==> src/include/sat_sub_params.svh <==
// constants for the saturating subtract datapath: encodings, field positions, reset values
`ifndef SAT_SUB_PARAMS_SVH
`define SAT_SUB_PARAMS_SVH
// fixed opcode bits of the first halfword
`define SSD_HI_TOP        8'hFA
`define SSD_HI_TOP_MSB    15
`define SSD_HI_TOP_LSB    8
`define SSD_HI_SEL_MSB    7
`define SSD_HI_SEL_LSB    4
`define SSD_HI_WORD       4'h8
`define SSD_HI_SAX        4'hE
`define SSD_HI_HALF       4'hD
`define SSD_HI_BYTE       4'hC
// fixed opcode bits of the second halfword
`define SSD_LO_TOP        4'hF
`define SSD_LO_TOP_MSB    15
`define SSD_LO_TOP_LSB    12
`define SSD_LO_SEL_MSB    7
`define SSD_LO_SEL_LSB    4
`define SSD_LO_DADD       4'h9
`define SSD_LO_DSUB       4'hB
`define SSD_LO_SUB        4'hA
`define SSD_LO_PAR        4'h1
// register number fields
`define SSD_N_MSB         3
`define SSD_N_LSB         0
`define SSD_D_MSB         11
`define SSD_D_LSB         8
`define SSD_M_MSB         3
`define SSD_M_LSB         0
// reset values
`define SSD_RST_DATA      32'h0000_0000
`define SSD_RST_IDX       4'h0
`define SSD_RST_FLAG      1'b0
`endif

==> src/include/sat_sub_pkg.sv <==
// types shared by the saturating subtract datapath
package sat_sub_pkg;
    // decoded operation, one-hot
    typedef enum logic [6:0] {
        OP_NONE = 7'h01,
        OP_DADD = 7'h02,
        OP_DSUB = 7'h04,
        OP_SUBW = 7'h08,
        OP_SAX  = 7'h10,
        OP_HALF = 7'h20,
        OP_BYTE = 7'h40
    } op_t;
endpackage

==> src/design/sat_lane.sv <==
// one signed saturating add or subtract lane of parameterised width
`timescale 1ns/1ps
`default_nettype none
module sat_lane #(
    parameter int WIDTH = 16
) (
    input  wire logic [WIDTH-1:0] opA,
    input  wire logic [WIDTH-1:0] opB,
    input  wire logic             subtract,
    output logic      [WIDTH-1:0] result,
    output logic                  saturated
);
    // one guard bit is enough: a sum or difference of two W-bit values fits W+1 bits
    logic [WIDTH:0] extA;     // sign-extended operand a
    logic [WIDTH:0] extB;     // sign-extended operand b
    logic [WIDTH:0] rawSum;   // exact result
    logic           overflow; // guard bit disagrees with sign bit
    logic [WIDTH-1:0] limit;  // clamp value chosen by the true sign

    assign extA      = {opA[WIDTH-1], opA};
    assign extB      = {opB[WIDTH-1], opB};
    assign rawSum    = subtract ? (extA - extB) : (extA + extB);
    assign overflow  = rawSum[WIDTH] ^ rawSum[WIDTH-1];
    // negative overflow clamps to the most negative value, positive to the most positive
    assign limit     = rawSum[WIDTH] ? {1'b1, {(WIDTH-1){1'b0}}} : {1'b0, {(WIDTH-1){1'b1}}};
    assign result    = overflow ? limit : rawSum[WIDTH-1:0];
    assign saturated = overflow;
endmodule
`default_nettype wire

==> src/design/sat_sub_dsp_ops.sv <==
// saturating subtract family and double-and-add/subtract execute datapath
// What this block does
// RULE1: double n saturating, add m saturating
// RULE2: double n saturating, subtract from m
// RULE3: every word step clamps to signed 32 bits
// RULE4: double ops set sticky flag, never clear
// RULE5: word subtract m minus n, saturated 32
// RULE6: word subtract sets flag only on saturation
// RULE7: exchange op low = nLow plus mHigh
// RULE8: exchange op high = nHigh minus mLow
// RULE9: two independent saturating halfword subtractions
// RULE10: upper lane bits 31:16, lower 15:0
// RULE11: four independent saturating signed byte subtractions
// RULE12: each byte lane from same operand lane
// RULE13: source never names register 13 or 15 (not checked: the decode accepts any register field)
// RULE14: parallel ops never touch sticky flag
// RULE15: act only when condition passed
// RULE16: decode opcode bits, register fields fixed
`timescale 1ns/1ps
`default_nettype none
`include "sat_sub_params.svh"
module sat_sub_dsp_ops (
    input  wire logic        clk,
    input  wire logic        reset_n,
    input  wire logic        instrValid,
    input  wire logic        condPassed,
    input  wire logic [15:0] instrHi,
    input  wire logic [15:0] instrLo,
    input  wire logic [31:0] nOperand,
    input  wire logic [31:0] mOperand,
    input  wire logic        stickyClear,
    output logic      [31:0] resultData_r,
    output logic      [3:0]  resultIdx_r,
    output logic             resultWrite_r,
    output logic             stickySatFlag_r,
    output logic             illegalOp_r
);
    // ******************************************************
    // decode
    // ******************************************************
    logic [3:0]       hiSel;      // selector nibble of first halfword
    logic [3:0]       loSel;      // selector nibble of second halfword
    logic             fixedOk;    // constant opcode bits match
    sat_sub_pkg::op_t op;         // decoded operation
    logic             acceptOp;   // a known operation whose condition passed
    logic             isDouble;   // either double operation
    logic             isParallel; // lane operations

    assign hiSel   = instrHi[`SSD_HI_SEL_MSB:`SSD_HI_SEL_LSB];
    assign loSel   = instrLo[`SSD_LO_SEL_MSB:`SSD_LO_SEL_LSB];
    assign fixedOk = (instrHi[`SSD_HI_TOP_MSB:`SSD_HI_TOP_LSB] == `SSD_HI_TOP)
                   && (instrLo[`SSD_LO_TOP_MSB:`SSD_LO_TOP_LSB] == `SSD_LO_TOP);
    // both selector nibbles must match, so a near miss never aliases onto an operation
    assign op = !fixedOk ? sat_sub_pkg::OP_NONE :                                     // [RULE16]
        (hiSel == `SSD_HI_WORD && loSel == `SSD_LO_DADD) ? sat_sub_pkg::OP_DADD :
        (hiSel == `SSD_HI_WORD && loSel == `SSD_LO_DSUB) ? sat_sub_pkg::OP_DSUB :
        (hiSel == `SSD_HI_WORD && loSel == `SSD_LO_SUB)  ? sat_sub_pkg::OP_SUBW :
        (hiSel == `SSD_HI_SAX  && loSel == `SSD_LO_PAR)  ? sat_sub_pkg::OP_SAX  :
        (hiSel == `SSD_HI_HALF && loSel == `SSD_LO_PAR)  ? sat_sub_pkg::OP_HALF :
        (hiSel == `SSD_HI_BYTE && loSel == `SSD_LO_PAR)  ? sat_sub_pkg::OP_BYTE :
        sat_sub_pkg::OP_NONE;
    // a failed condition has no architectural effect at all
    assign acceptOp   = instrValid && condPassed && (op != sat_sub_pkg::OP_NONE); // [RULE15]
    assign isDouble   = (op == sat_sub_pkg::OP_DADD) || (op == sat_sub_pkg::OP_DSUB);
    assign isParallel = (op == sat_sub_pkg::OP_SAX) || (op == sat_sub_pkg::OP_HALF)
                      || (op == sat_sub_pkg::OP_BYTE);

    // ******************************************************
    // word path
    // ******************************************************
    logic [31:0] doubled;   // n doubled and clamped
    logic        dblSat;    // doubling saturated
    logic [31:0] wordB;     // second operand of the word step
    logic [31:0] wordRes;   // clamped word result
    logic        wordSat;   // word step saturated
    logic        wordSub;   // word step subtracts

    // doubling is n + n through the same clamp as every other word step
    sat_lane #(.WIDTH(32)) dblLane (                                                 // [RULE3]
        .opA       (nOperand),
        .opB       (nOperand),
        .subtract  (1'b0),
        .result    (doubled),
        .saturated (dblSat)
    );
    assign wordB   = (op == sat_sub_pkg::OP_SUBW) ? nOperand : doubled;               // [RULE5]
    assign wordSub = (op != sat_sub_pkg::OP_DADD);                                    // [RULE1] [RULE2]
    sat_lane #(.WIDTH(32)) wordLane (                                                // [RULE3]
        .opA       (mOperand),
        .opB       (wordB),
        .subtract  (wordSub),
        .result    (wordRes),
        .saturated (wordSat)
    );

    // ******************************************************
    // halfword path
    // ******************************************************
    logic        isSax;     // exchange variant
    logic [15:0] halfHiB;   // m lane feeding the upper lane
    logic [15:0] halfLoB;   // m lane feeding the lower lane
    logic [31:0] halfRes;   // packed halfword result

    assign isSax   = (op == sat_sub_pkg::OP_SAX);
    // exchange swaps the m halves; the lower lane adds, the upper subtracts
    assign halfHiB = isSax ? mOperand[15:0] : mOperand[31:16];                        // [RULE8] [RULE10]
    assign halfLoB = isSax ? mOperand[31:16] : mOperand[15:0];                        // [RULE7] [RULE10]
    sat_lane #(.WIDTH(16)) halfHiLane (                                              // [RULE9]
        .opA       (nOperand[31:16]),
        .opB       (halfHiB),
        .subtract  (1'b1),
        .result    (halfRes[31:16]),
        .saturated ()
    );
    sat_lane #(.WIDTH(16)) halfLoLane (                                              // [RULE9]
        .opA       (nOperand[15:0]),
        .opB       (halfLoB),
        .subtract  (!isSax),
        .result    (halfRes[15:0]),
        .saturated ()
    );

    // ******************************************************
    // byte path
    // ******************************************************
    logic [31:0] byteRes;   // packed byte result

    // lane saturation is deliberately not collected: parallel ops leave the flag alone
    for (genvar lane = 0; lane < 4; lane++) begin : gByte
        sat_lane #(.WIDTH(8)) byteLane (                                             // [RULE11] [RULE12]
            .opA       (nOperand[lane*8 +: 8]),
            .opB       (mOperand[lane*8 +: 8]),
            .subtract  (1'b1),
            .result    (byteRes[lane*8 +: 8]),
            .saturated ()
        );
    end

    // ******************************************************
    // result select and flag
    // ******************************************************
    logic [31:0] resultSel;  // result of the decoded operation
    logic        satEvent;   // operation that may set the sticky flag saturated
    logic        flag_nxt;   // next sticky flag

    assign resultSel = (op == sat_sub_pkg::OP_BYTE) ? byteRes :
                       isParallel ? halfRes : wordRes;
    // doubling saturation counts only for the double operations
    assign satEvent  = acceptOp && !isParallel                                        // [RULE14]
                     && (wordSat || (isDouble && dblSat));                            // [RULE4] [RULE6]
    // a set in the same cycle as a clear wins, so no saturation is lost
    assign flag_nxt  = satEvent || (stickySatFlag_r && !stickyClear);

    // write-back strobe, destination and data
    always_ff @(posedge clk or negedge reset_n) begin
        if (!reset_n) begin
            resultWrite_r <= 1'b0;
            resultData_r  <= `SSD_RST_DATA;
            resultIdx_r   <= `SSD_RST_IDX;
        end else begin
            resultWrite_r <= acceptOp;                                                // [RULE15]
            if (acceptOp) begin
                resultData_r <= resultSel;
                resultIdx_r  <= instrLo[`SSD_D_MSB:`SSD_D_LSB];                       // [RULE16]
            end
        end
    end

    // sticky saturation flag and unknown-encoding pulse
    always_ff @(posedge clk or negedge reset_n) begin
        if (!reset_n) begin
            stickySatFlag_r <= `SSD_RST_FLAG;
            illegalOp_r     <= 1'b0;
        end else begin
            stickySatFlag_r <= flag_nxt;                                              // [RULE4]
            illegalOp_r     <= instrValid && (op == sat_sub_pkg::OP_NONE);
        end
    end

    // ******************************************************
    // checks
    // ******************************************************
    // independent reference: exact wide arithmetic, then clamp
    function automatic logic [31:0] clamp32(input logic signed [33:0] v);
        if (v > 34'sh0_7FFF_FFFF) return 32'h7FFF_FFFF;
        if (v < -34'sh0_8000_0000) return 32'h8000_0000;
        return v[31:0];
    endfunction
    function automatic logic [15:0] clamp16(input logic signed [17:0] v);
        if (v > 18'sh0_7FFF) return 16'h7FFF;
        if (v < -18'sh0_8000) return 16'h8000;
        return v[15:0];
    endfunction
    function automatic logic [7:0] clamp8(input logic signed [9:0] v);
        if (v > 10'sh07F) return 8'h7F;
        if (v < -10'sh080) return 8'h80;
        return v[7:0];
    endfunction

    logic signed [33:0] sN;     // n widened
    logic signed [33:0] sM;     // m widened
    logic signed [33:0] sDbl;   // reference doubled n widened
    logic [31:0] refDbl;        // reference doubled n
    logic [31:0] refDadd;       // reference double-and-add
    logic [31:0] refDsub;       // reference double-and-subtract
    logic [31:0] refSub;        // reference word subtract
    logic        refSubSat;     // reference word subtract saturates
    logic [15:0] refSaxLo;      // reference exchange low lane
    logic [15:0] refSaxHi;      // reference exchange high lane
    logic [15:0] refHalfHi;     // reference upper halfword difference
    logic [7:0]  refByte3;      // reference top byte difference

    assign sN        = {{2{nOperand[31]}}, nOperand};
    assign sM        = {{2{mOperand[31]}}, mOperand};
    assign refDbl    = clamp32(sN + sN);
    assign sDbl      = {{2{refDbl[31]}}, refDbl};
    assign refDadd   = clamp32(sM + sDbl);
    assign refDsub   = clamp32(sM - sDbl);
    assign refSub    = clamp32(sM - sN);
    assign refSubSat = (refSub != 32'((sM - sN)));
    assign refSaxLo  = clamp16({{2{nOperand[15]}}, nOperand[15:0]} + {{2{mOperand[31]}}, mOperand[31:16]});
    assign refSaxHi  = clamp16({{2{nOperand[31]}}, nOperand[31:16]} - {{2{mOperand[15]}}, mOperand[15:0]});
    assign refHalfHi = clamp16({{2{nOperand[31]}}, nOperand[31:16]} - {{2{mOperand[31]}}, mOperand[31:16]});
    assign refByte3  = clamp8({{2{nOperand[31]}}, nOperand[31:24]} - {{2{mOperand[31]}}, mOperand[31:24]});
endmodule
`default_nettype wire

==> config.mk <==
export PLATFORM = sky130hd
export DESIGN_NAME = sat_sub_dsp_ops
export DESIGN_NICKNAME = d
export VERILOG_FILES = /design/src/include/sat_sub_pkg.sv /design/src/design/sat_lane.sv /design/src/design/sat_sub_dsp_ops.sv
export VERILOG_INCLUDE_DIRS = /design/src /design/src/include
export SDC_FILE = /design/constraint.sdc
export NUM_CORES = 1
export LEC_CHECK = 0
export ABC_AREA = 1
export BUFFER_PORTS_ARGS = -buffer_cell sky130_fd_sc_hd__buf_2
export CORE_MARGIN = 4
export CORE_UTILIZATION = 60
export CTS_CLUSTER_DIAMETER = 30
export CTS_CLUSTER_SIZE = 16
export DETAILED_ROUTE_END_ITERATION = 7
export PLACE_DENSITY_LB_ADDON = 0.08
export SLEW_MARGIN = 20
export SYNTH_ARGS = -nofsm -noshare
export SYNTH_HDL_FRONTEND = slang
export SYNTH_HIERARCHICAL = 1
export SYNTH_SLANG_ARGS = --single-unit
==> constraint.sdc <==
create_clock -name clk -period 1.4 [get_ports clk]
set_clock_uncertainty 0.1 [all_clocks]
set_input_delay 0.14 -clock clk [delete_from_list [all_inputs] [get_ports clk]]
set_output_delay 0.14 -clock clk [all_outputs]
set_load 0.02 [all_outputs]
==> qor.csv, run 1 <==
metric;value;unit
outcome;did not finish;
Failed at;5_1_grt;
First Err;[ERROR GRT-0232] Routing congestion too high. Check the congestion heatmap in the GUI.;
Horiz. Die Dim;170;um
starting utilization of the core area;0.607;
GP Congestion;1.10;
overall die height;170;um
clock tree root driver cell;sky130_fd_sc_hd__clkbuf_16;
CTS buffer count;5;
GRT Total Usage;0.720;
number of clock sinks;39;
number of buffers added on ports;131;
number of warnings reported in the yosys synthesis log;6;
H-tree level count;2;
pin count of the biggest net entering global routing;52;
# IOs;140;
placed wire-length estimate after detailed placement;55600;um
post-synthesis cell count;2812;
Netlist Area Pre-Place;0.0158;mm2
average instance area after synthesis;5.61;um2
# rows;59;
GRT overflow;52;
maximum clock insertion buffer count;2;
worst_ep grt;resultData_r[7]$_DFFE_PN0P_/D;
number of placed cells counting well taps;3912;
Worst-path end type;register data pin;
-- repair_timing --
action,in CTS
setup endpoints to repair,33
pin swaps,47
cloned,5
hold buffers,2
buffers inserted,30
resized for setup,136
endpoints found under the hold margin,40
-- metal layers --
layer,overflow,global-route usage
met3,0,0.578
met4,21,0.696
met1,2,0.706
met5,0,0.308
met2,29,0.896
-- per-stage QoR --
step / worst slack (ns) / cell area, um2 / hold slack, ns / util
2_1_floorplan: -4.10 / 16000 / -0.256 / -
3_5_place_dp: -5.28 / 22000 / 0.123 / 0.845
3_3_place_gp: -4.98 / 22000 / 0.115 / 0.845
4_1_cts: -4.57 / 23000 / 0.0111 / 0.884
==> run 2, diff against run 1 <==
Settings changed: CORE_UTILIZATION 60 to 40, CTS_CLUSTER_DIAMETER 30 to not set, CTS_CLUSTER_SIZE 16 to not set, PLACE_DENSITY_LB_ADDON 0.08 to 0.15.
==> run 2 against run 1 <==
Effect of this change:
- the flow now finishes, with violations (setup timing)
- synthesized area unchanged
- synthesized cell count stayed put
==> qor.csv, run 2 <==
metric;value;unit;change
register share of total power;0.043;;
maximum vdd drop;644;uV;
Worst path most repeated cell;sky130_fd_sc_hd__nand2_2;;
switching pwr;13.4;mW;
cell area after placement;0.0221;mm2;+0.77%
clock input transition at the sequential cells of the worst setup and hold paths;0.06;ns;
Final Power;26.0;mW;
Post-DRT Antenna Nets;0;;
placeable core area;0.0388;mm2;
highest attainable clock frequency;162;MHz;
GP Congestion;1.08;;-2.4%
first-pass iteration count of the detailed router;6;;
Int Pwr;12.6;mW;
pin count of the biggest net entering global routing;41;;
worst hold path class;in -> reg;;
critical path's slowest cell;sky130_fd_sc_hd__ha_4;;
Netlist Area Pre-Place;0.0158;mm2;unchanged
number of warnings reported in the yosys synthesis log;6;;unchanged
Hold Worst Slack;0.0141;ns;
Slew Limit Fails;0;;
register containing the most flip-flops in the final layout;resultData_r;;
Worst-Margin Slew;0.659;ns;
Horiz. Die Dim;207;um;+21%
# rows;72;;+22%
max-cap violations;0;;
H-tree level count;2;;unchanged
number of clock sinks;39;;unchanged
kind of critical path;in -> reg;;
unrepaired setup endpoints after global routing;true;;
highest-count cells in the layout ignoring fill and taps;sky130_fd_sc_hd__nand2_1 (881), sky130_fd_sc_hd__buf_4 (685), sky130_fd_sc_hd__inv_1 (339);;
placed wire-length estimate after detailed placement;57800;um;+3.9%
number of vias per cell;5.11;;
number of hold-slack violations in the final timing report;0;;
fill cell count;3784;;
Max Fanout on Critical Path;8;;
Final setup violation count;33;;
floorplan die area;0.0427;mm2;
switching share of power;0.516;;
fraction of final layout cells with drive strength greater than 1;0.357;;
number of inserted diodes;0;;
multi-input logic area;0.0144;mm2;
via count of the first global-routing pass;20500;;
startpoint class of the critical path;primary input;;
Fin Setup TNS;-156.14;ns;
worst skew pair latency;0.29;ns;
GRT overflow;0;;
Finished Cell Area;0.0239;mm2;
clock tree from TritonCTS;built;;
GRT Total Usage;0.310;;
critical path required time;1.53;ns;
clock network fraction of total power;0.045;;
overall die height;207;um;+21%
crit path capture type;flip-flop;;
worst path setup slack after routing;-4.79;ns;
antenna violations before repair;5;;
part of the cycle the worst path needs;4.42;;
most frequent standard cell in the layout excluding fill and tap cells;sky130_fd_sc_hd__nand2_1;;
Crit path largest cell delay;0.34;ns;
synthesis-to-layout area growth;51.8;%;
Logic pwr share;0.911;;
clock tree root driver cell;sky130_fd_sc_hd__clkbuf_16;;
per-cell routed wire length;16.7;um;
first-pass GRT wire length;106000;um;
starting utilization of the core area;0.406;;-0.201
outcome;finished, violations left;;
Critical Path AT;6.32;ns;
post-synthesis cell count;2812;;unchanged
Static Leakage;13.4;nW;
core occupancy in the finished layout;0.616;;
Power Dens Cells;1090;mW/mm2;
maximum clock insertion buffer count;2;;unchanged
# IOs;140;;unchanged
time the worst path needs with I/O delays and setup;6.19;ns;
Largest regs;resultData_r: 32 flops, resultIdx_r: 4 flops;;
violations in the final reports;setup timing;;
Post-route DRC;0;;
detailed router's first-iteration violation count;1485;;
max FFs per register;32;;
drt total wl;68900;um;
Max transition margin;0.561;;
CTS buffer count;5;;unchanged
net count of the finished layout;3858;;
number of buffers added on ports;131;;unchanged
average instance area after synthesis;5.61;um2;unchanged
DR vias;21100;;
flip-flop and latch area;976;um2;
-- run 2: through the flow --
step / setup slack, ns / std cells
floorplan: -4.10 / 2821
global placement: -5.24 / 4083
detailed placement: -5.34 / 4083
CTS: -4.69 / 4121
global route: -5.11 / 4132
finish: -4.79 / 4132
-- run 2: path summary, 6_finish.rpt --
check	endpoint	start	slack [ns]	cells past startpoint
min in group asynchronous	illegalOp_r	reset_n	0.35	3
max in group asynchronous	resultData_r[21]	reset_n	0.50	3
max reg2reg	resultData_r[12]	resultData_r[12]	0.67	2
max	resultData_r[21]	nOperand[5]	-4.79	46
min reg2reg	stickySatFlag_r	stickySatFlag_r	0.36	2
min	resultIdx_r[3]	instrLo[11]	0.01	3
-- run 2: area by class of cell --
class,count,area share
Clock inverter,3,0.000993
Multi-Input combinational cell,2341,0.601
Inverter,386,0.0628
Timing Repair Buffer,840,0.262
Tap cell,518,0.0271
Clock buffer,5,0.00523
Sequential cell,39,0.0408
-- run 2: what timing repair did --
action,in CTS,in global routing
cloned,4,1
gates resized for setup,128,193
hold endpoints to repair,42,0
endpoints found under the setup margin,39,39
pin swaps,69,91
setup buffers,22,12
hold buffers,4,0
-- run 2: worst max-delay path: cells and delay by family --
family | cells | cell delay (ns)
AO/OA/AOI/OAI | 6 | 0.90
multiplexers | 1 | 0.29
AND/OR/NAND/NOR | 30 | 3.41
buffers and inverters | 5 | 0.58
adder cells (fa/ha/maj) | 2 | 0.61
XOR/XNOR | 2 | 0.36
-- run 2: power by group through the flow --
stage / Sequential (mW) / Clock [mW] / Combinational [mW]
4_1_cts: 1.13 / 1.20 / 21.9
3_3_place_gp: 1.15 / 0 / 20.2
5_1_grt: 1.13 / 1.24 / 25.6
3_5_place_dp: 1.15 / 0 / 20.4
6_report: 1.13 / 1.17 / 23.7
2_1_floorplan: 1.15 / 0 / 11.5
-- run 2: metal layers --
metal,up-vias,global-route usage,routed length (um)
li1,10500,-,-
met1,9662,0.396,29000
met2,769,0.528,31600
met3,174,0.0389,4990
met4,4,0.124,3320
met5,-,0,33
Note: power is estimated with default switching activity, not from simulation.
==> run 3, diff against run 2 <==
Settings changed: CORE_UTILIZATION 40 to 46.
==> run 3 against run 2 <==
Effect of this change:
- the flow still finishes with violations (setup timing)
- cell area grew 0.85%
- die area shrank 13%
- utilization grew 10 points
- via count grew 2.0%
- critical path type unchanged
- largest cell class unchanged
==> qor.csv, run 3 (synthesis gave the netlist of run 2 again) <==
metric;value;unit;change
outcome;finished, violations left;;
antenna violations before repair;2;;-3
Post-route DRC;0;;unchanged
clock tree root driver cell;sky130_fd_sc_hd__clkbuf_16;;
Worst R2R Path Depth;2;;unchanged
Worst-Margin Slew;0.513;ns;-0.146 ns
placeable core area;0.0337;mm2;-13%
floorplan die area;0.0373;mm2;-13%
Final Power;27.4;mW;+5.6%
fraction of final layout cells with drive strength greater than 1;0.370;;+0.0134
Max Fanout on Critical Path;7;;-1
GP Congestion;1.05;;-2.8%
Fin Setup TNS;-157.79;ns;-1.65 ns
placed wire-length estimate after detailed placement;59100;um;+2.2%
Post-DRT Antenna Nets;0;;unchanged
maximum clock insertion buffer count;2;;unchanged
cell area after placement;0.0221;mm2;about the same
Worst path most repeated cell;sky130_fd_sc_hd__nand2_2;;
clock tree from TritonCTS;built;;
Hold Worst Slack;0.0182;ns;+0.00418 ns
family with the most delay on the worst path;simple AND/OR/NAND/NOR gates;;
number of buffers added on ports;131;;unchanged
clock input transition at the sequential cells of the worst setup and hold paths;0.06;ns;about the same
Crit Reg-Reg Endpoint;resultData_r[12];;
Largest regs;resultData_r: 32 flops, resultIdx_r: 4 flops;;
Critical Path AT;6.33;ns;about the same
number of clock sinks;39;;unchanged
critical path required time;1.48;ns;-0.05 ns
capturing element of the worst setup path;resultData_r[30];;
time the worst path needs with I/O delays and setup;6.26;ns;+0.0680 ns
worst hold path class;in -> reg;;
part of the cycle the worst path needs;4.47;;+0.0486
crit path capture type;flip-flop;;
first-pass iteration count of the detailed router;6;;unchanged
critical path depth in cells;51;;+11%
pin count of the biggest net entering global routing;40;;-2.4%
worst skew pair latency;0.28;ns;about the same
GRT Total Usage;0.367;;+0.0577
synthesis-to-layout area growth;53.1;%;
Final Non-Filler Cells;4091;;-0.99%
Finished Cell Area;0.0241;mm2;+0.85%
number of placed cells counting well taps;4028;;-1.3%
net count of the finished layout;3887;;+0.75%
Final setup violation count;33;;unchanged
via count of the first global-routing pass;20800;;+1.8%
per-cell routed wire length;17.4;um;+4.3%
max FFs per register;32;;unchanged
# rows;67;;-6.9%
setup slack on the worst flop-to-flop path;0.68;ns;about the same
Slew Limit Fails;0;;unchanged
# IOs;140;;unchanged
DR vias;21500;;+2.0%
number of hold-slack violations in the final timing report;0;;unchanged
CTS buffer count;5;;unchanged
register containing the most flip-flops in the final layout;resultData_r;;
H-tree level count;2;;unchanged
RR Startpoint;resultData_r[12];;
highest-count cells in the layout ignoring fill and taps;sky130_fd_sc_hd__nand2_1 (863), sky130_fd_sc_hd__buf_4 (709), sky130_fd_sc_hd__inv_1 (340);;
critical path's slowest cell;sky130_fd_sc_hd__ha_2;;
startpoint class of the critical path;primary input;;
Static Leakage;13.7;nW;+1.6%
unrepaired setup endpoints after global routing;true;;
worst path setup slack after routing;-4.86;ns;-0.0680 ns
starting utilization of the core area;0.468;;+0.0618
Crit path largest cell delay;0.35;ns;about the same
Horiz. Die Dim;193;um;-6.5%
number of vias per cell;5.26;;+3.0%
highest attainable clock frequency;160;MHz;-1.1%
maximum vdd drop;875;uV;+36%
most frequent standard cell in the layout excluding fill and tap cells;sky130_fd_sc_hd__nand2_1;;
worst setup path startpoint;nOperand[1];;
kind of critical path;in -> reg;;
Max transition margin;0.654;;+0.0935
max-cap violations;0;;unchanged
violations in the final reports;setup timing;;
GRT overflow;0;;unchanged
worst path buffer plus inverter count;6;;+1
Power Dens Cells;1140;mW/mm2;+4.7%
drt total wl;71200;um;+3.2%
first-pass GRT wire length;109000;um;+3.2%
detailed router's first-iteration violation count;1666;;+12%
number of inserted diodes;0;;unchanged
overall die height;193;um;-6.5%
==> run 3: changes by cell type in the layout (fill, tap and decap cells not counted), moves of 5 or more <==
cell	before	now
sky130_fd_sc_hd__nand3_2	48	74
sky130_fd_sc_hd__nand3_1	176	151
sky130_fd_sc_hd__buf_4	685	709
sky130_fd_sc_hd__nand2_1	881	863
sky130_fd_sc_hd__nand2_2	114	128
sky130_fd_sc_hd__nor2_1	208	221
sky130_fd_sc_hd__nor2_2	51	39
sky130_fd_sc_hd__mux2_1	18	10
sky130_fd_sc_hd__buf_2	122	128
sky130_fd_sc_hd__ha_4	18	12
sky130_fd_sc_hd__buf_12	17	12
sky130_fd_sc_hd__mux2_4	6	11
==> run 3: per-stage QoR <==
step,util,setup WS (ns)
after global placement,0.657,-5.17
after CTS,0.695,-4.54
after floorplan,-,-4.10
final,0.716,-4.86
after global routing,0.716,-5.11
after detailed placement,0.657,-5.31
==> run 3: worst min path at each step <==
stage / endpoint / slack, ns / cells after the start / start
2_1_floorplan: illegalOp_r / -0.26 / 0 / reset_n
3_3_place_gp: resultData_r[4] / 0.12 / 2 / reset_n
3_5_place_dp: resultData_r[3] / 0.12 / 2 / reset_n
4_1_cts: resultIdx_r[2] / 0.02 / 3 / instrLo[10]
5_1_grt: resultIdx_r[2] / 0.04 / 3 / instrLo[10]
6_report: resultIdx_r[1] / 0.02 / 3 / instrLo[9]
==> run 3: worst reg2reg max path, delay by kind of cell, from the launching register on <==
kind          cells  cell delay (ns)
flops             1             0.39
simple gates      2             0.13
==> run 3: where the power goes <==
part	leakage (nW)	switching, mW	internal, mW
sequential	0.522	0.000517	1.13
combinational	13.1	13.7	11.3
clock	0.0838	0.483	0.841
==> run 3: what timing repair did <==
action | in CTS | in global routing
pin swaps | 84 | 92
hold endpoints to repair | 41 | 0
setup endpoints to repair | 33 | 37
cloned | 6 | 3
gates resized for setup | 191 | 163
buffers inserted | 32 | 13
hold buffers | 3 | 0
==> run 3: layout make-up <==
type,count,area [um2]
clock inverters,3,43.8
clock buffers,5,125
multi-input cells,2343,14500
repair buffers,867,6420
inverters,386,1520
well taps,448,561
flip-flops and latches,39,976
fillers,3011,9560
==> run 3: routing by layer <==
metal  routed length (um)  track usage
met1                29000        0.465
met4                 3790        0.157
met2                32600        0.629
met5                   27            0
met3                 5660       0.0459
==> run 4, diff against run 3 <==
Settings changed: CORE_ASPECT_RATIO set to 0.9.
==> run 4 against run 3 <==
Effect of this change:
- the run ends with hold timing, setup timing left
- sequential power hardly changed
- cell area decreased by 0.84%
- global-route usage shrank 1.8 points
- clock-buffer cell count did not move
- largest cell class unchanged
- non-clock buffer count increased by 30
==> qor.csv, run 4 (synthesis gave the netlist of run 2 again) <==
metric;value;unit;change
overall die height;184;um;-4.9%
fill cell count;3049;;+1.3%
RR Startpoint;resultData_r[31];;
clock network fraction of total power;0.054;;+0.006
per-cell routed wire length;16.5;um;-5.2%
Int Pwr;12.4;mW;-6.2%
highest-count cells in the layout ignoring fill and taps;sky130_fd_sc_hd__nand2_1 (898), sky130_fd_sc_hd__buf_4 (735), sky130_fd_sc_hd__inv_1 (344);;
part of the cycle the worst path needs;4.48;;+0.0149
Max Fanout on Critical Path;11;;+4
kind of critical path;in -> reg;;
Logic pwr share;0.901;;-0.010
critical path's slowest cell;sky130_fd_sc_hd__ha_2;;
GRT overflow;0;;unchanged
switching share of power;0.506;;-0.0111
max FFs per register;32;;unchanged
first-pass GRT wire length;105000;um;-3.5%
worst path buffer plus inverter count;5;;-1
number of clock sinks;39;;unchanged
Worst-Margin Slew;0.694;ns;+0.181 ns
Critical Path AT;6.41;ns;+0.08 ns
register containing the most flip-flops in the final layout;resultData_r;;
highest attainable clock frequency;159;MHz;-0.33%
synthesis-to-layout area growth;51.8;%;
Final setup violation count;33;;unchanged
most frequent standard cell in the layout excluding fill and tap cells;sky130_fd_sc_hd__nand2_1;;
Slew Limit Fails;0;;unchanged
Crit path largest cell delay;0.38;ns;+0.03 ns
clock tree from TritonCTS;built;;
worst skew pair latency;0.29;ns;about the same
launch instance of the worst min-delay path;instrLo[10];;
Final Non-Filler Cells;4132;;+1.0%
flip-flop and latch area;976;um2;unchanged
starting utilization of the core area;0.465;;-0.00238
GRT Total Usage;0.350;;-0.0179
violations in the final reports;hold timing, setup timing;;
# rows;64;;-4.5%
Worst R2R Path Depth;2;;unchanged
setup slack on the worst flop-to-flop path;0.62;ns;-0.06 ns
family with the most delay on the worst path;simple AND/OR/NAND/NOR gates;;
switching pwr;12.7;mW;-10%
worst min-delay path endpoint;resultIdx_r[2];;
time the worst path needs with I/O delays and setup;6.28;ns;+0.0209 ns
DR vias;21200;;-1.5%
maximum vdd drop;621;uV;-29%
worst hold path class;in -> reg;;
pin count of the biggest net entering global routing;40;;unchanged
Crit Reg-Reg Endpoint;resultData_r[31];;
clock input transition at the sequential cells of the worst setup and hold paths;0.07;ns;about the same
critical path depth in cells;47;;-7.8%
critical path required time;1.54;ns;+0.06 ns
Post-DRT Antenna Nets;0;;unchanged
max-cap violations;0;;unchanged
number of hold-slack violations in the final timing report;1;;+1
clock tree root driver cell;sky130_fd_sc_hd__clkbuf_16;;
CTS buffer count;5;;unchanged
detailed router's first-iteration violation count;1493;;-10%
crit path capture type;flip-flop;;
Largest regs;resultData_r: 32 flops, resultIdx_r: 4 flops;;
hold path depth;3;;unchanged
startpoint class of the critical path;primary input;;
antenna violations before repair;2;;unchanged
placeable core area;0.0339;mm2;+0.51%
# IOs;140;;unchanged
maximum clock insertion buffer count;2;;unchanged
Final Power;25.2;mW;-8.3%
net count of the finished layout;3914;;+0.69%
Static Leakage;13.6;nW;-0.37%
register share of total power;0.045;;+0.004
number of buffers added on ports;131;;unchanged
Hold Worst Slack;-0.0115;ns;-0.0297 ns
H-tree level count;2;;unchanged
via count of the first global-routing pass;20200;;-2.9%
Horiz. Die Dim;203;um;+5.2%
Power Dens Cells;1050;mW/mm2;-7.5%
GP Congestion;1.04;;-0.72%
first-pass iteration count of the detailed router;5;;-1
number of placed cells counting well taps;4072;;+1.1%
multi-input logic area;0.0140;mm2;-3.2%
worst path setup slack after routing;-4.88;ns;-0.0209 ns
number of vias per cell;5.13;;-2.5%
number of inserted diodes;0;;unchanged
Max transition margin;0.532;;-0.122
fraction of final layout cells with drive strength greater than 1;0.351;;-0.0188
Post-route DRC;0;;unchanged
unrepaired setup endpoints after global routing;true;;
placed wire-length estimate after detailed placement;57400;um;-2.9%
floorplan die area;0.0373;mm2;about the same
outcome;finished, violations left;;
drt total wl;68100;um;-4.3%
[run 4: changes by cell type in the layout (fill, tap and decap cells not counted), moves of 13 or more]
| cell | before | now |
|---|---|---|
| sky130_fd_sc_hd__nand3_1 | 151 | 190 |
| sky130_fd_sc_hd__nand2_4 | 26 | 13 |
| sky130_fd_sc_hd__nand2_2 | 128 | 108 |
| sky130_fd_sc_hd__nand3_2 | 74 | 35 |
| sky130_fd_sc_hd__nand2_1 | 863 | 898 |
| sky130_fd_sc_hd__buf_4 | 709 | 735 |
[run 4: worst register-to-register path, stage by stage (launching register included)]
cell	delay, ns
sky130_fd_sc_hd__dfrtp_1	0.43
sky130_fd_sc_hd__nand2_1	0.10
sky130_fd_sc_hd__nand2_1	0.05
[run 4: layer usage]
metal  track usage  wire length (um)  vias up
met2         0.590             30700      749
met1         0.458             29700     9708
li1              -                 -    10600
met5             0                 0        -
met3        0.0651              5200      128
met4         0.104              2580        0
[run 4: what timing repair did]
| item | CTS | global route |
|---|---|---|
| endpoints found under the setup margin | 33 | 37 |
| hold buffers | 6 | 0 |
| cloned | 2 | 2 |
| endpoints found under the hold margin | 44 | 0 |
| setup buffers | 25 | 18 |
| gates resized for setup | 148 | 77 |
| pin swaps | 70 | 38 |
[run 4: power groups by stage]
stage / clock [mW] / sequential (mW) / combinational (mW)
CTS: 1.36 / 1.13 / 21.6
detailed placement: 0 / 1.15 / 20.3
floorplan: 0 / 1.15 / 11.5
global placement: 0 / 1.15 / 20.0
global route: 1.42 / 1.13 / 24.7
finish: 1.36 / 1.13 / 22.7
[run 4: worst max-delay path by stage]
stage / start / endpoint / slack (ns)
after global routing: nOperand[0] / resultData_r[4] / -5.19
after CTS: nOperand[0] / resultData_r[4] / -4.58
after detailed placement: nOperand[0] / resultData_r[4] / -5.33
final: nOperand[0] / resultData_r[4] / -4.88
after floorplan: nOperand[0] / resultData_r[13] / -4.10
after global placement: nOperand[0] / resultData_r[15] / -5.23
[run 4: area by class of cell]
| cell class | instances | share of cell area |
|---|---|---|
| Clock buffer | 5 | 0.00523 |
| Clock inverter | 3 | 0.00183 |
| Inverter | 386 | 0.0625 |
| Multi-Input combinational cell | 2340 | 0.586 |
| Sequential cell | 39 | 0.0408 |
| Tap cell | 462 | 0.0242 |
| Timing Repair Buffer | 897 | 0.280 |
[run 4: metrics by stage]
stage,TNS [ns],worst slack [ns],util,instance area [um2]
after floorplan,-134.02,-4.10,-,16000
after global placement,-169.53,-5.23,0.662,22400
after detailed placement,-173.73,-5.33,0.662,22400
after CTS,-149.14,-4.58,0.691,23400
after global routing,-169.30,-5.19,0.707,23900
final,-158.09,-4.88,0.707,23900
